File: config.mk
export PLATFORM = sky130hd
export DESIGN_NAME = hp_amp_cmd_slave
export DESIGN_NICKNAME = d
export VERILOG_FILES = /design/src/core/hp_amp_pkg.sv /design/src/core/hp_amp_cmd_slave.sv /design/src/core/vol_atten_map.sv
export VERILOG_INCLUDE_DIRS = /design/src /design/src/core
export SDC_FILE = /design/constraint.sdc
export NUM_CORES = 1
export LEC_CHECK = 0
export BUFFER_PORTS_ARGS = -buffer_cell sky130_fd_sc_hd__buf_2
export CORE_MARGIN = 5
export CORE_UTILIZATION = 25
export CTS_CLUSTER_SIZE = 16
export DETAILED_ROUTE_END_ITERATION = 10
export SLEW_MARGIN = 5
export SYNTH_ARGS = -nofsm -noshare
export SYNTH_HDL_FRONTEND = slang
export SYNTH_SLANG_ARGS = --single-unit
File: constraint.sdc
create_clock -name clk -period 1.6 [get_ports clk]
set_input_delay 0.08 -clock clk [delete_from_list [all_inputs] [get_ports clk]]
set_output_delay 0.08 -clock clk [all_outputs]
set_load 0.01 [all_outputs]
File: src/core/hp_amp_params.svh
// constants for the headphone amplifier command interface
`ifndef HP_AMP_PARAMS_SVH
`define HP_AMP_PARAMS_SVH
`define ADDR_VARIANT_A 7'h4C
`define ADDR_VARIANT_B 7'h4D
`define CMD_RESET_VALUE 8'hFF
`define CMD_POWER_BIT 7
`define CMD_BASS_BIT 6
`define CMD_VOL_MSB 5
`define CMD_VOL_LSB 0
`define VOL_STEP4_LAST 6'h0E
`define VOL_STEP2_LAST 6'h1F
`define VOL_STEP1_LAST 6'h39
`endif

File: src/core/hp_amp_pkg.sv
// types for the headphone amplifier command interface
package hp_amp_pkg;
	typedef enum logic [2:0] {
		ST_IDLE = 3'b000,
		ST_ADDR = 3'b001,
		ST_AACK = 3'b010,
		ST_DATA = 3'b011,
		ST_DACK = 3'b100,
		ST_IGNORE = 3'b101
	} slave_state_t;
	// attenuation in half-dB units, 0..240
	typedef logic [7:0] half_db_t;
endpackage

File: src/core/hp_amp_cmd_slave.sv
// two-wire write-only slave with command register for a headphone amplifier
`timescale 1ns/10ps
`default_nettype none
`include "hp_amp_params.svh"
module hp_amp_cmd_slave
	import hp_amp_pkg::*;
(
	// system
	input  wire logic       clk,
	input  wire logic       resetn,
	// two-wire bus
	input  wire logic       scl_in,
	input  wire logic       sda_in,
	output logic            sda_out,
	output logic            sda_oe,
	// device controls
	input  wire logic       addr_select,
	input  wire logic       shutdown_pin_n,
	input  wire logic       supply_lockout,
	// amplifier controls
	output logic            amp_enable,
	output logic            power_enable_bit,
	output logic            bass_boost_enable_bit,
	output logic            bass_feedback_node,
	output logic            signal_ground,
	output logic      [5:0] volume_code,
	output logic      [7:0] atten_half_db
);
	// sampled bus levels
	logic         scl_d_r;
	logic         scl_d_nxt;
	logic         sda_d_r;
	logic         sda_d_nxt;
	// frame machine
	slave_state_t state_r;
	slave_state_t state_nxt;
	logic   [3:0] bit_cnt_r;
	logic   [3:0] bit_cnt_nxt;
	logic   [7:0] shift_r;
	logic   [7:0] shift_nxt;
	logic         rd_r;
	logic         rd_nxt;
	logic         start_pulse_r;
	logic         start_pulse_nxt;
	logic         sda_oe_r;
	logic         sda_oe_nxt;
	// command register
	logic   [7:0] amp_command_r;
	logic   [7:0] amp_command_nxt;
	// amplifier controls
	logic         amp_en_r;
	logic         amp_en_nxt;
	logic         gnd_sw_r;
	logic         gnd_sw_nxt;
	logic   [7:0] atten_r;
	logic   [7:0] atten_nxt;
	logic   [7:0] atten_comb;
	// bus events
	logic         scl_rise;
	logic         scl_fall;
	logic         start_cond;
	logic         stop_cond;
	logic         byte_done;
	logic         cmd_load;

	// low-to-high step between two samples
	function automatic logic level_rise
	(
		input logic now_lvl,
		input logic old_lvl
	);
		return now_lvl & ~old_lvl;
	endfunction

	// high-to-low step between two samples
	function automatic logic level_fall
	(
		input logic now_lvl,
		input logic old_lvl
	);
		return ~now_lvl & old_lvl;
	endfunction

	// msb-first shift of one received bit
	function automatic logic [7:0] shift_bit
	(
		input logic [7:0] cur,
		input logic       din
	);
		return {cur[6:0], din};
	endfunction

	// address byte names this device; r/w bit not compared
	function automatic logic addr_match
	(
		input logic [7:0] addr_byte,
		input logic       sel_b
	);
		logic [6:0] own;
		own = sel_b ? `ADDR_VARIANT_B : `ADDR_VARIANT_A;
		return addr_byte[7:1] == own;
	endfunction

	// amplifier may run only with all three conditions
	function automatic logic run_gate
	(
		input logic [7:0] cmd,
		input logic       pin_n,
		input logic       lockout
	);
		return cmd[`CMD_POWER_BIT] & pin_n & ~lockout;
	endfunction

	assign scl_rise   = level_rise(scl_in, scl_d_r);
	assign scl_fall   = level_fall(scl_in, scl_d_r);
	assign start_cond = scl_in & scl_d_r & level_fall(sda_in, sda_d_r);
	assign stop_cond  = scl_in & scl_d_r & level_rise(sda_in, sda_d_r);
	assign byte_done  = scl_fall & (bit_cnt_r == 4'h8);
	assign cmd_load   = (state_r == ST_DACK) & scl_fall;

	always_comb
	begin
		scl_d_nxt = scl_in;
		sda_d_nxt = sda_in;
	end

	always_ff @(posedge clk)
	begin
		if (!resetn)
		begin
			// idle bus is high; no false edge after reset
			scl_d_r <= 1'b1;
			sda_d_r <= 1'b1;
		end
		else
		begin
			scl_d_r <= scl_d_nxt;
			sda_d_r <= sda_d_nxt;
		end
	end

	always_comb
	begin
		state_nxt       = state_r;
		bit_cnt_nxt     = bit_cnt_r;
		shift_nxt       = shift_r;
		rd_nxt          = rd_r;
		sda_oe_nxt      = sda_oe_r;
		start_pulse_nxt = start_pulse_r;
		if (scl_fall)
			start_pulse_nxt = 1'b0;
		if (start_cond)
		begin
			// start or repeated start opens a frame
			state_nxt       = ST_ADDR;
			bit_cnt_nxt     = 4'h0;
			sda_oe_nxt      = 1'b0;
			start_pulse_nxt = 1'b1;
		end
		else if (stop_cond && !start_pulse_r)
		begin
			// abort in any state, except before scl first falls after a start; partial byte discarded
			state_nxt  = ST_IDLE;
			sda_oe_nxt = 1'b0;
		end
		else
		begin
			unique case (state_r)
				ST_IDLE, ST_IGNORE:
					sda_oe_nxt = 1'b0;
				ST_ADDR:
				begin
					if (scl_rise)
					begin
						shift_nxt   = shift_bit(shift_r, sda_in);
						bit_cnt_nxt = bit_cnt_r + 4'h1;
					end
					if (byte_done)
					begin
						bit_cnt_nxt = 4'h0;
						if (addr_match(shift_r, addr_select))
						begin
							// ack even for read requests
							rd_nxt     = shift_r[0];
							sda_oe_nxt = 1'b1;
							state_nxt  = ST_AACK;
						end
						else
							state_nxt = ST_IGNORE;
					end
				end
				ST_AACK:
					if (scl_fall)
					begin
						sda_oe_nxt = 1'b0;
						// read: never drive, master sees ones
						state_nxt  = rd_r ? ST_IGNORE : ST_DATA;
					end
				ST_DATA:
				begin
					if (scl_rise)
					begin
						shift_nxt   = shift_bit(shift_r, sda_in);
						bit_cnt_nxt = bit_cnt_r + 4'h1;
					end
					if (byte_done)
					begin
						bit_cnt_nxt = 4'h0;
						sda_oe_nxt  = 1'b1;
						state_nxt   = ST_DACK;
					end
				end
				ST_DACK:
					if (scl_fall)
					begin
						// later bytes of the frame are not acked
						sda_oe_nxt = 1'b0;
						state_nxt  = ST_IGNORE;
					end
				default:
					state_nxt = ST_IDLE;
			endcase
		end
	end

	always_ff @(posedge clk)
	begin
		if (!resetn)
		begin
			state_r       <= ST_IDLE;
			bit_cnt_r     <= 4'h0;
			shift_r       <= 8'h00;
			rd_r          <= 1'b0;
			start_pulse_r <= 1'b0;
			sda_oe_r      <= 1'b0;
		end
		else
		begin
			state_r       <= state_nxt;
			bit_cnt_r     <= bit_cnt_nxt;
			shift_r       <= shift_nxt;
			rd_r          <= rd_nxt;
			start_pulse_r <= start_pulse_nxt;
			sda_oe_r      <= sda_oe_nxt;
		end
	end

	always_comb
	begin
		amp_command_nxt = amp_command_r;
		// one byte per frame, loaded at the end of its ack
		if (cmd_load)
			amp_command_nxt = shift_r;
	end

	always_ff @(posedge clk)
	begin
		if (!resetn)
			amp_command_r <= `CMD_RESET_VALUE;
		else
			amp_command_r <= amp_command_nxt;
	end

	vol_atten_map u_vol_map
	(
		.vol_code      (amp_command_r[`CMD_VOL_MSB:`CMD_VOL_LSB]),
		.atten_half_db (atten_comb)
	);

	always_comb
	begin
		// shutdown never touches bus or register
		amp_en_nxt = run_gate(amp_command_r, shutdown_pin_n,
			supply_lockout);
		gnd_sw_nxt = ~amp_command_nxt[`CMD_BASS_BIT];
		atten_nxt  = atten_comb;
	end

	always_ff @(posedge clk)
	begin
		if (!resetn)
		begin
			amp_en_r <= 1'b0;
			gnd_sw_r <= 1'b0;
			atten_r  <= 8'h00;
		end
		else
		begin
			amp_en_r <= amp_en_nxt;
			gnd_sw_r <= gnd_sw_nxt;
			atten_r  <= atten_nxt;
		end
	end

	assign sda_out               = 1'b0;
	assign sda_oe                = sda_oe_r;
	assign amp_enable            = amp_en_r;
	assign power_enable_bit      = amp_command_r[`CMD_POWER_BIT];
	assign bass_boost_enable_bit = amp_command_r[`CMD_BASS_BIT];
	assign bass_feedback_node    = amp_command_r[`CMD_BASS_BIT];
	assign signal_ground         = gnd_sw_r;
	assign volume_code           = amp_command_r[`CMD_VOL_MSB:`CMD_VOL_LSB];
	assign atten_half_db         = atten_r;
endmodule
`default_nettype wire

File: src/core/vol_atten_map.sv
// volume code to attenuation in half-dB units
`timescale 1ns/10ps
`default_nettype none
`include "hp_amp_params.svh"
module vol_atten_map
	import hp_amp_pkg::*;
(
	// code in
	input  wire logic [5:0] vol_code,
	// attenuation out
	output logic      [7:0] atten_half_db
);
	always_comb
	begin
		if (vol_code <= `VOL_STEP4_LAST)
			atten_half_db = 8'hF0 - {vol_code[4:0], 3'b000};
		else if (vol_code <= `VOL_STEP2_LAST)
			atten_half_db = 8'hB8 - {vol_code[5:0], 2'b00};
		else if (vol_code <= `VOL_STEP1_LAST)
			atten_half_db = 8'h78 - {1'b0, vol_code, 1'b0};
		else
			atten_half_db = 8'h3F - {2'b00, vol_code};
	end
endmodule
`default_nettype wire

## Word level (Yosys, flattened, before mapping)

Cells that the tools add are included.

- $add $sub $neg: 5
- Multipliers: 0
- Div/mod/pow operators: 0
- $lt $le $gt $ge: 3
- Equality and inequality tests: 18
- Shift operators: 0
- Muxes and demuxes: 22
- Bitwise logic cells: 21
- Reduce and logical (&&, ||, !) cells: 17

Operators with widths:

| kind | number |
|---|---|
| $mux W8 | 3 |
| $reduce_and A5 Y1 | 4 |
| $mux W3 | 6 |
| $sub A8 B8 Y8 const A | 2 |
| $pmux W3 S5 | 1 |
| $ne A4 B4 Y1 const B | 3 |
| $and A1 B1 Y1 | 11 |
| $ne A2 B2 Y1 const B | 5 |
| $not A1 Y1 | 10 |
| $mux W1 | 8 |
| $mux W4 | 2 |
| $reduce_or A2 Y1 | 4 |
| $sub A7 B7 Y8 const A | 1 |
| $eq A7 B7 Y1 | 1 |
| $mux W7 | 1 |
| $sub A6 B6 Y7 const A | 1 |
| $eq A3 B2 Y1 const B | 2 |
| $eq A3 B3 Y1 const B | 2 |
| $le A6 B4 Y1 const B | 1 |
| $le A6 B5 Y1 const B | 1 |
| $le A6 B6 Y1 const B | 1 |
| $add A4 B1 Y4 const B | 1 |
| $eq A4 B4 Y1 const B | 1 |
| $ne A4 B3 Y1 const B | 1 |
| other kinds (12) | 13 |

- Bits in registers: 38
- Latch bits: 0
- RAM bits: 0
- Bits in read-only memories: 0
- Input port bits: 7
- Output and inout bits: 21
- Word-level logic and storage cells: 100
- Memories kept: 0

## Longest topological paths before layout

Gate-level depths: netlist of run 1.

- Word-level depth: 7
- Gate-level depth with buffers: 7
- Mapped depth without buffers: 6

## Hierarchy

A second synthesis of run 1 with hierarchy kept.

- Cells, all modules: 232
- Area total of the unflattened synthesis: 1914.3 um^2

By module, submodules not included:

| module | times used | cells an instance | area an instance (um^2) | sequential area each (um^2) |
|---|---|---|---|---|
| hp_amp_cmd_slave | 1 | 181 | 1560.2 | 760.7 |
| vol_atten_map | 1 | 51 | 354.1 | 0.0 |

## Worst setup path after synthesis of run 1

No wires, ideal clock.

- Kind: reg-to-reg
- Start point: register amp_command_r[0]
- End point: register atten_r[2], in the netlist atten_half_db[2]
- Setup time: 70 ps
- Arrival: 1612 ps
- Data required time: 1530 ps
- Path slack: -82 ps
- Stages on the path, launching flop included: 8
- Buffers on the path: 1
- Period minus slack after synthesis: 1682 ps
- Cells stage by stage: dfxtp_1 > buf_2 > inv_1 > ha_1 > o21bai_1 > nand4_1 > a211o_1 > a21oi_1

- Word-level cells in the longest chain between the ends: 4
- Elaborated cells between the ends (all ways): 9
- Classes of those cells: add/sub: 3; order compare: 3; mux: 3

Ends and longest elaborated chain:

| element | RTL line | RTL |
|---|---|---|
| start, declared | hp_amp_cmd_slave.sv:48 | `logic [7:0] amp_command_r;` |
| start signal, assigned | hp_amp_cmd_slave.sv:259 | `` amp_command_r <= `CMD_RESET_VALUE; `` |
| start signal, assigned | hp_amp_cmd_slave.sv:261 | `amp_command_r <= amp_command_nxt;` |
| $sub A7 B7 Y8 (tied with other cells) | vol_atten_map.sv:20 | `atten_half_db = 8'h78 - {1'b0, vol_code, 1'b0};` |
| $mux W8 | vol_atten_map.sv:19 | `` else if (vol_code <= `VOL_STEP1_LAST) `` |
| $mux W8 | vol_atten_map.sv:17 | `` else if (vol_code <= `VOL_STEP2_LAST) `` |
| $mux W8 (*) | vol_atten_map.sv:15 | `` if (vol_code <= `VOL_STEP4_LAST) `` |
| end signal, assigned | hp_amp_cmd_slave.sv:291 | `atten_r <= atten_nxt;` |
| end, declared | hp_amp_cmd_slave.sv:55 | `logic [7:0] atten_r;` |

Mark *: on every way between the ends. The rest lies on a longest branch, timed or not.
A chain may end at the register's enable or synchronous reset.

## Final worst setup path of run 1

- Start point: register amp_command_r[0]
- End point: register atten_r[4], in the netlist atten_half_db[4]

The elaborated chain is that of the path after synthesis.

==> results of run 1 <==
-- kinds of logic after synthesis --
group,after synthesis
flip-flops,38
AO/OA/AOI/OAI,50
buffers and inverters,26
AND/OR/NAND/NOR,83
other,1
XOR/XNOR,6
adder cells (fa/ha/maj),7
multiplexers,8
-- cells in the final DEF, fill, tap and decap left out, types with 6 or more instances in the layout --
cell	count
buf_2	26
o21ai_0	8
nand2b_1	6
inv_1	8
ha_1	6
buf_4	17
clkbuf_8	8
dfxtp_1	32
nand2_1	40
a21oi_1	18
mux2i_1	8
-- state kept, by name, summed over array words and instances, names as in the netlist --
name and cells:
signal_ground 1, amp_command_r 8, sda_oe 1, amp_enable 1, rd_r 1, sda_d_r 1, scl_d_r 1, atten_half_db 8
state_r 3, shift_r 8, bit_cnt_r 4, start_pulse_r 1
-- cells in the mapped netlist (all sizes together) (3+ instances only) --
cell type  number
nor4            3
inv            10
nor2            4
clkbuf          5
nor2b           3
nand2          40
ha              7
nand2b          7
o21ai           8
nand4           3
and2            4
xor2            5
nor3            5
a21oi          18
nor3b           3
o31ai           3
a211oi          4
mux2i           8
dfxtp          38
buf            11
-- metal layers --
| metal | vias to the layer above | routed length [µm] | share of wire [%] | track usage (%) |
|---|---|---|---|---|
| li1 | 834 | - | - | - |
| met1 | 749 | 1970 | 45 | 11.6 |
| met2 | 42 | 2150 | 48 | 14.9 |
| met3 | 9 | 231 | 5.2 | 2.73 |
| met4 | 0 | 78 | 1.8 | 3.83 |
| met5 | - | 0 | 0 | 0 |
-- per-stage QoR --
stage / worst slack [ns] / cell area (µm²) / power [mW] / hold WS (ns)
2_1_floorplan: 0.00698 / 1910 / 1.03 / 0.181
3_3_place_gp: 0.0809 / 2190 / 1.06 / 0.340
3_5_place_dp: 0.0383 / 2190 / 1.06 / 0.344
4_1_cts: 0.0270 / 2300 / 1.85 / 0.0249
5_1_grt: 0.00473 / 2370 / 1.90 / 0.0608
6_report: 0.0531 / 2370 / 1.81 / 0.0328
-- report_power, final --
part	internal (mW)	leakage, nW	switching (mW)
clock network	0.435	0.0575	0.342
logic	0.0289	0.660	0.0497
registers	0.949	0.308	0.00801
total	1.41	1.03	0.400
-- worst reg2reg max path: cells and delay by family, from the launching register on --
kind / cells / cell delay (ns)
compound gates: 1 / 0.35
buf+inv: 1 / 0.16
flops: 1 / 0.36
xor+xnor: 1 / 0.17
simple gates: 1 / 0.16
fa+ha+maj: 1 / 0.25
-- repair_timing --
action | CTS | global route
endpoints found under the hold margin | 0 | 0
gates resized for setup | 0 | 15
endpoints found under the setup margin | 0 | 11
setup buffers | 0 | 2
-- worst paths after layout --
check	to	slack, ns	cells past startpoint
worst min-delay path	sda_d_r	0.03	2
worst max-delay path	atten_half_db[4]	0.05	5
worst min register to register	start_pulse_r	0.47	2
worst max register to register	atten_half_db[4]	0.05	5
-- layout make-up --
cell class	count	area share [%]
Tap cell	99	5.23
Timing Repair Buffer	43	10.9
Clock buffer	8	4.65
Sequential cell	38	32.7
Inverter	10	1.59
Multi-Input combinational cell	155	45.0
==> run summary, run 1 <==
Dividing total power by cell area gives a power density of 766 nW/µm². The number of max-capacitance violations reported was 0; the total clock buffers created by CTS was 5. Setup repair after global routing left no endpoint under its margin. The count of nets left with antenna violations once routing finished came out at 0.

STA classifies the critical path endpoint as a flop. Between clock sinks in the finished design, the worst skew comes to 0.00734 ns. The logs give 1060 µm² for the combined area of the multi-input logic cells and 1910 µm² for the cell area after synthesis.

The floorplan step defined a core boundary enclosing 7330 µm². Of the synthesized area, sequential elements account for 39.8%. The root buffer cell chosen for the clock tree is clkbuf_8. The number of buffers added on ports came out at 26.

At the worst endpoint, the arrival time is 1.74 ns. For the die area, the log shows 9480 µm². The run gives 1.03 nW as the reported leakage power. The proportion of register bits with asynchronous set or reset after synthesis is 0%. The fraction of synthesized cell area in xor and xnor cells was 2.75%.

Yosys printed 0 warnings. The clock edge transition at the registers on the reported setup and hold paths works out to 0.08 ns. Summed over all layers, the routed wires come to 4430 µm. The cell at the slowest stage of the critical path was dfxtp_4. The setup path with the least slack is of type reg -> reg.

Once layout is complete, the utilization of the core stands at 32.3%. Setup violations remaining at the end of the flow were counted as 0. The first global-routing pass estimated 7370 µm of wire.

For the total half-perimeter wirelength after legalization and detailed placement, the log shows 3220 µm. The basic-gate share of the synthesized area counting and, or, nand and nor cells is 23.5%, and the net count after synthesis is 233. In the routed design, unresolved DRC markers number 0. From synthesis to final layout, the design area changed by 24.0%. The tools report the setup total negative slack as 0 ns. STA classifies the critical path startpoint as a flop.

Cells with a size suffix above 1 make up 27.2% of the layout. After synthesis, the mean cell area works out to 8.72 µm². Along the worst path, the maximum fanout reaches 6. The number of antenna violations at the first check in global routing came out at 0. The later pin in the worst-skew pair is clocked with a latency of 0.29 ns.

At the worst endpoint, the required time is 1.79 ns. By area, the combinational part of the netlist is dominated by simple AND/OR/NAND/NOR gates. The congestion estimate from routability-driven global placement came to 0.866. The largest single stage delay on the critical path is 0.36 ns. By area the synthesized netlist is led by dfxtp_1 (40%), nand2_1 (7.9%), a21oi_1 (4.7%). No sink is reached through more buffers than the 2 on the longest clock path. The arithmetic-cell share of the synthesized area counting full adders, half adders and majority gates works out to 4.59%.

The number of max-slew violations in the final report was 0; the number of H-tree levels was 2. The post-placement cell count was 343; the maximum number of pins on one net before global-route repair was 20. The count of flip-flops with a built-in enable after synthesis was 0; the number of fill cells was 763. The logs give 646 MHz for the top achievable clock speed and 0.000351 V for the maximum resistive drop on vdd. The floorplan step set the die width to 97.4 µm. The vertical die dimension came out at 97.4 µm. The synthesized netlist devotes 18.2% of its cell area to compound gates. The count of cells in the finished layout, fillers not included, comes to 353.

After the first detailed-routing iteration, the DRC count stood at 89. The startpoint identified for the worst register-to-register timing path is amp_command_r[0]. The run gives 0 as the total global routing overflow. In the routed layout, each cell is associated on average with a via count of 4.63.

The synthesized netlist contains 52 unique library cells. The tools report the count of clock tree sinks as 38. The average routed wire per standard cell is 12.6 µm, and the number of hold violations in the final report is 0. The pre-antenna-repair detailed-routing pass consisted of 4 iterations. Traced cell by cell, the critical path runs through buf_4 -> ha_1 -> xnor2_1 -> a221o_1 -> and3_1.

In this run the biggest area consumer among cell types represents 39.8% of the synthesized area. Start point of the critical path: amp_command_r[0]. The combined buffer and inverter count along the critical path is 1, and the via count of the first global-routing pass is 1542. The floorplan has 31 rows. The most used flip-flop cell after synthesis was dfxtp_1. The initial utilization of the core area, before any placement, comes to 26.0%.

The number of hold buffers added after CTS was 0. The post-route fraction of the period consumed by the critical path works out to 96.7%. The worst hold path belongs to the class in -> reg.

Counting flops and latches in the post-synthesis netlist gives 38. The worst hold path begins at sda_in. For this run, the post-layout net count is 267. Measured against the total synthesized area, the mux share comes to 4.19%. TritonCTS built the clock tree.

dfxtp_1 takes more of the synthesized area than any other cell. The run finished with clean final reports. The smallest clock period supported by the final layout is computed as 1.55 ns.

Summing all flip-flop and latch instances after layout gives 773 µm². For this run, the total global-route usage over all layers was measured as 9.29%. The number of antenna diodes in the final layout is 0. The routed layout has 1634 vias.

The tools report the post-synthesis instance total as 219. Pin placement for this block handled 28 I/O pins. Among cell families on the critical path, the largest total delay comes from flip-flops.
Power figures use the tool's default switching activity.
==> run 2: changes to the inputs <==
--- a/config.mk
+++ b/config.mk
@@ -6,7 +6,7 @@
 export SDC_FILE = /design/constraint.sdc
 export NUM_CORES = 1
 export LEC_CHECK = 0
-export BUFFER_PORTS_ARGS = -buffer_cell sky130_fd_sc_hd__buf_2
+export BUFFER_PORTS_ARGS = -buffer_cell sky130_fd_sc_hd__buf_4
 export CORE_MARGIN = 5
 export CORE_UTILIZATION = 25
 export CTS_CLUSTER_SIZE = 16
==> run summary, run 2 (same netlist as run 1, synthesis figures left out) <==
The run gives 1.04 nW (+1.0%) as the reported leakage power. The total via count in the routed design is 1667 (+2.0%). For the number of fill cells, the log shows 748 (-2.0%).

In this design, the largest share of critical-path delay is due to compound AO/OA/AOI/OAI gates. The number of H-tree levels was 2 (unchanged). Destination of the worst register-to-register timing path: atten_half_db[4]. The clock latency reported for the late side of the worst-skew pair is 0.29 ns (about the same), and the power per cell area is 720 nW/µm² (-6.0%).

The count of final setup violators came out at 0 (unchanged). TritonCTS built the clock tree. The boundary pin count is 28 (unchanged), and the slack of the worst reg-to-reg path is 0.07 ns (+0.02 ns).

The top achievable clock speed is 655 MHz (+1.4%), and the time the final worst path needs with I/O delays and setup is 1.53 ns (-0.0212 ns). The logs give 0.857 (-1.1%) for the placer congestion estimate and 7330 µm² (unchanged) for the area inside the core boundary. In the layout the commonest cells are buf_4 (43), nand2_1 (40), dfxtp_1 (32), a21oi_1 (18), inv_1 (9). The logs give 0 (unchanged) for the number of max-capacitance violations reported and 0 (unchanged) for the residual antenna-violating net count after detailed routing. The worst hold-check path type is in -> reg. The tools report the critical path launch point type as a flop. The combined area of the multi-input logic cells was 1050 µm² (-1.2%); the largest stage delay on the critical path was 0.39 ns (+0.03 ns). The critical path starts at amp_command_r[0]. The most critical setup path has its endpoint at atten_half_db[4].

The post-placement cell area is 2260 µm² (+3.3%), and the die span in x is 97.4 µm (unchanged). The worst slack on hold paths came out at 0.0129 ns (-0.0199 ns). For the total half-perimeter wirelength after legalization and detailed placement, the log shows 3160 µm (-1.9%). The critical path is of the reg -> reg type. The residual DRC count came out at 0 (unchanged). Library cell used as clock root buffer: clkbuf_8.

The tools report the number of hold violations in the final report as 0 (unchanged). Setup repair after global routing left no endpoint under its margin. The library cell used most frequently in the layout, excluding fill and tap cells, is buf_4. The run gives 0.000370 V (+5.6%) as the maximum resistive drop on vdd.

The count of hold buffers inserted by post-cts repair came out at 0 (unchanged). Setup total negative slack: 0 ns (unchanged). The tools report the total track usage as 9.07% (-0.22 points). The run gives 31 (unchanged) as the number of placement rows. The logs give 72 (-19%) for the detailed router's first-iteration violation count and 1.71 ns (-0.03 ns) for the arrival time of data at the critical path endpoint. Die area: 9480 µm² (unchanged).

The worst reg-to-reg path cell count was 6 (+1). The number of search-and-repair iterations in the first detailed-routing pass is 4 (unchanged). For the power consumption, the log shows 1.73 mW (-4.7%).

The number of max-slew violations in the final report is 0 (unchanged). Count of clock tree sinks: 38 (unchanged). The number of buffers on the longest clock path came out at 2 (unchanged). First-pass GRT wire length: 7230 µm (-1.9%).

The run finished with clean final reports. The signal on the critical path passes through inv_2 -> ha_1 -> o21bai_1 -> a31oi_1 -> a221o_1 -> and3_1. Relative to the synthesized area, the layout overhead comes to 25.6%.

The mean number of vias per cell works out to 4.72 (+2.0%). The number of buffers added on ports is 26 (unchanged), and the critical path required time is 1.79 ns (about the same). The run gives 2400 µm² (+1.3%) as the cell area after layout. The total global routing overflow was 0 (unchanged).

The largest individual stage delay along the critical path comes from the cell dfxtp_4. The fraction of layout cells with a size suffix above 1 came out at 26.4% (-0.79 points). The logs give 0.0103 ns (+0.00292 ns) for the setup skew after layout and 5 (unchanged) for the total clock buffers created by CTS. The tools report the number of antenna violations at the first check in global routing as 0 (unchanged). Source of the worst register-to-register timing path: amp_command_r[0].

The tools report the maximum number of pins on one net before global-route repair as 23 (+15%). The footprint of the flip-flops and latches came out at 771 µm² (-0.32%). The vertical die dimension was 97.4 µm (unchanged); the number of antenna repair diodes was 0 (unchanged). The maximum fanout along the worst path came out at 7 (+1). The logic depth of the worst setup path including buffers was 6 (+1); the initial standard-cell utilization of the core was 26.0% (unchanged).

The worst setup path is captured at a flop. The post-route fraction of the period consumed by the critical path is 95.4% (-1.3 points). The via count of the first global-routing pass is 1504 (-2.5%).

The average routed wire per standard cell was 12.3 µm (-2.1%). The clock edge transition at the registers on the reported setup and hold paths was 0.08 ns (about the same); the layout net count was 267 (unchanged). The combined buffer and inverter count along the critical path was 1 (unchanged); the total wirelength of the detailed-routed design was 4340 µm (-2.1%).
[run 2: cell types whose count changed in the layout (fill, tap and decap cells not counted), sizes merged]
cell    change
clkbuf      -1
clkinv      +1
[run 2: report_power, final]
group	leakage (nW)	total, mW	internal (mW)	switching, mW
combinational	0.680	0.0811	0.0323	0.0488
clock	0.0482	0.687	0.348	0.339
sequential	0.308	0.959	0.951	0.00843
[run 2: repair_timing]
action | 4_1_cts | 5_1_grt
buffers inserted | 0 | 1
resized for setup | 0 | 12
setup endpoints to repair | 0 | 12
[run 2: metrics by stage]
stage               instances  setup WS, ns  utilization [%]
finish                    353        0.0743             32.7
detailed placement        344        0.0406             30.8
global placement          344        0.0813             30.8
CTS                       352        0.0302             32.1
floorplan                 219       0.00698                -
global route              353        0.0138             32.7
[run 2: final cells by class]
cell class,instances,share of cell area [%]
clock inverter,1,0.209
multi-input combinational,155,43.9
clock buffer,7,3.60
inverter,10,1.56
tap,99,5.16
sequential,38,32.1
timing repair buffer,43,13.5
[run 2: layer usage]
metal | routed length, µm | vias up | track usage (%) | part of all wire [%]
li1 | - | 837 | - | -
met1 | 2000 | 793 | 11.2 | 46
met2 | 2080 | 27 | 15.1 | 48
met3 | 184 | 10 | 2.66 | 4.2
met4 | 73 | 0 | 2.98 | 1.7
met5 | 0 | - | 0 | 0
[run 2: worst min-delay path by stage]
stage	slack (ns)	from	cells after the start	to
global route	0.03	sda_in	2	sda_d_r
floorplan	0.18	scl_in	1	scl_d_r
detailed placement	0.32	sda_in	2	sda_d_r
finish	0.01	sda_in	2	sda_d_r
CTS	0.01	sda_in	2	sda_d_r
global placement	0.31	sda_in	2	sda_d_r
[run 2: worst reg2reg max path, stage by stage, from the launching register on]
cell and delay, ns:
dfxtp_4 0.39, inv_2 0.05, ha_1 0.19, o21bai_1 0.17, a31oi_1 0.13, a221o_1 0.33
and3_1 0.17
==> run 3: changes to the inputs <==
--- a/config.mk
+++ b/config.mk
@@ -11,6 +11,8 @@
 export CORE_UTILIZATION = 25
 export CTS_CLUSTER_SIZE = 16
 export DETAILED_ROUTE_END_ITERATION = 10
+export RECOVER_POWER = 100
+export SETUP_SLACK_MARGIN = 0.15
 export SLEW_MARGIN = 5
 export SYNTH_ARGS = -nofsm -noshare
 export SYNTH_HDL_FRONTEND = slang
==> run summary, run 3 (same netlist as run 1, synthesis figures left out) <==
The logs give 0.00238 ns (-0.00787 ns) for the setup skew after layout and 0 (unchanged) for the residual DRC count. The power per cell area was 720 nW/µm² (about the same). The least setup slack across all paths after layout is 0.0770 ns (+0.00273 ns). By startpoint and endpoint, the worst setup path is classified as reg -> reg.

The maximum resistive drop on vdd was 0.000294 V (-21%). The run gives 0.00915 ns (-0.00378 ns) as the worst slack on hold paths. The top achievable clock speed was 657 MHz (+0.18%); the total wirelength of the detailed-routed design was 4750 µm (+9.5%). Traced cell by cell, the critical path runs through nand4bb_4 -> nor4_1 -> buf_4 -> buf_4 -> o2bb2ai_2 -> a21oi_1.

Leaving out fill and tap cells, the most frequent cells in the layout are nand2_1 (40), dfxtp_1 (33), buf_4 (29), clkbuf_1 (21), a21oi_1 (18). For the setup total negative slack, the log shows 0 ns (unchanged). The count of final setup violators is 0 (unchanged), and the filler-free cell count of the finished design is 361 (+2.3%). The post-placement cell area came out at 2310 µm² (+2.3%). The tools report the cell area after layout as 2500 µm² (+4.2%).

The combinational cell fraction of total power was 5.1% (+0.4 points). The tools report the number of antenna repair diodes as 0 (unchanged). For the arrival time of data at the critical path endpoint, the log shows 1.70 ns (about the same). CTS placed an instance of clkbuf_8 at the clock tree root. The switching part of the total power is 23.1% (+0.096 points), and the minimum setup slack after placement is 0.0439 ns (+0.00336 ns).

The run gives 23 (unchanged) as the maximum number of pins on one net before global-route repair. The post-layout utilization of the core was 34.1% (+1.4 points). The die span in x is 97.4 µm (unchanged).

The via count of the first global-routing pass was 1648 (+9.6%); the sequential power share was 53.0% (-2.5 points). The combined buffer and inverter count along the critical path was 2 (+1); the total net switching power was 415 µW (+4.6%). The number of placement rows was 31 (unchanged); the transition time at the pin with the least slew margin was 0.509 ns.

The time the final worst path needs with I/O delays and setup is 1.52 ns (-0.00273 ns), and the clock power share is 41.9% (+2.1 points). The critical path required time came out at 1.78 ns (about the same). The number of buffers on the longest clock path is 2 (unchanged). The commonest non-fill, non-tap cell in the layout is nand2_1.

The reported leakage power is 0.997 nW (-3.7%). Vertical die dimension: 97.4 µm (unchanged). Residual antenna-violating net count after detailed routing: 0 (unchanged). STA classifies the critical path startpoint as a flop. The number of buffers added on ports was 26 (unchanged). For the number of hold violations in the final report, the log shows 0 (unchanged). The count of clock tree sinks was 38 (unchanged).

The average routed wire per standard cell is 13.2 µm (+7.1%), and the normalized max-slew margin is 66.0%. The layout net count is 275 (+3.0%). Setup repair after global routing could not meet its margin everywhere. The cell internal power dissipation is 1.39 mW (+4.1%), and the post-placement cell count is 346 (+0.58%). Total clock buffers created by CTS: 5 (unchanged). Mean number of vias per cell: 4.63 (-2.0%).

STA classifies the critical path endpoint as a flop. From synthesis to final layout, the design area changed by 30.9%. The post-route fraction of the period consumed by the critical path was 95.2% (-0.17 points); the die area was 9480 µm² (unchanged). The clock latency reported for the late side of the worst-skew pair came out at 0.29 ns (about the same). For the power consumption, the log shows 1.80 mW (+4.2%).

The number of antenna violations at the first check in global routing was 0 (unchanged); the total half-perimeter wirelength after legalization and detailed placement was 3290 µm (+4.3%). The logs give 0 (unchanged) for the count of hold buffers inserted by post-cts repair and 789 (+5.5%) for the number of fill cells. The number of max-capacitance violations reported came out at 0 (unchanged).

The run gives 26.0% (unchanged) as the initial standard-cell utilization of the core. The logs give 0 (unchanged) for the number of max-slew violations in the final report and 2 (unchanged) for the number of H-tree levels. For this design, the slowest cell found on the critical path is nor4_1.

Total track usage: 9.87% (+0.80 points). The gate family responsible for the most delay along the worst path was simple AND/OR/NAND/NOR gates. The logs give 4 (unchanged) for the number of search-and-repair iterations in the first detailed-routing pass and 7330 µm² (unchanged) for the area inside the core boundary. The maximum fanout along the worst path was 4 (-3). Worst hold-check path type: in -> reg. The largest stage delay on the critical path was 0.37 ns (-0.02 ns); the total global routing overflow was 0 (unchanged). The tools report the detailed router's first-iteration violation count as 120 (+67%).

Boundary pin count: 28 (unchanged). The run gives 1671 (+0.24%) as the total via count in the routed design. TritonCTS built the clock tree. Counting stages on the worst path, the most repeated cell is buf_4. The placer congestion estimate is 0.796 (-7.1%), and the clock edge transition at the registers on the reported setup and hold paths is 0.08 ns (about the same).

For the first-pass GRT wire length, the log shows 7710 µm (+6.6%). Fraction of layout cells with a size suffix above 1: 23.7% (-2.7 points). The flow ran to the end, and the final reports show no timing, DRC or antenna violations.
[run 3: cell count changes in the layout (fill, tap and decap cells not counted), sizes merged]
cell,before,now
buf,43,30
clkbuf,7,27
clkinv,1,0
clkinvlp,0,2
[run 3: layer usage]
layer  wire length, µm  track usage [%]
met1              2150             11.7
met2              2380             16.9
met3               159             2.51
met4                64             4.05
met5                 0                0
[run 3: repair_timing]
| item | CTS | global route |
|---|---|---|
| buffers inserted | 4 | 3 |
| setup endpoints to repair | 13 | 10 |
| gates resized for setup | 12 | 15 |
| pin swaps | 7 | 8 |
[run 3: path summary, 6_finish.rpt]
| path | slack (ns) | depth (start not counted) | from | to |
|---|---|---|---|---|
| setup / recovery | 0.08 | 6 | shift_r[5] | state_r[2] |
| hold / removal | 0.009 | 2 | sda_in | sda_d_r |
| setup reg to reg | 0.08 | 6 | shift_r[5] | state_r[2] |
| hold reg to reg | 0.46 | 2 | start_pulse_r | start_pulse_r |
[run 3: power groups by stage]
stage / Clock [mW] / Sequential, mW / Combinational, mW
final: 0.754 / 0.954 / 0.0917
after detailed placement: 0 / 0.977 / 0.0876
after floorplan: 0 / 0.975 / 0.0533
after global routing: 0.811 / 0.955 / 0.101
after CTS: 0.780 / 0.954 / 0.0894
after global placement: 0 / 0.976 / 0.0865
[run 3: layout make-up]
| cell class | instances | area [µm²] | area share, % |
|---|---|---|---|
| clock buffer | 6 | 93.8 | 3.76 |
| clock inverter | 2 | 15.0 | 0.601 |
| inverter | 10 | 45.0 | 1.80 |
| multi-input combinational | 155 | 1140 | 45.7 |
| sequential | 38 | 772 | 30.9 |
| tap | 99 | 124 | 4.96 |
| timing repair buffer | 51 | 308 | 12.3 |
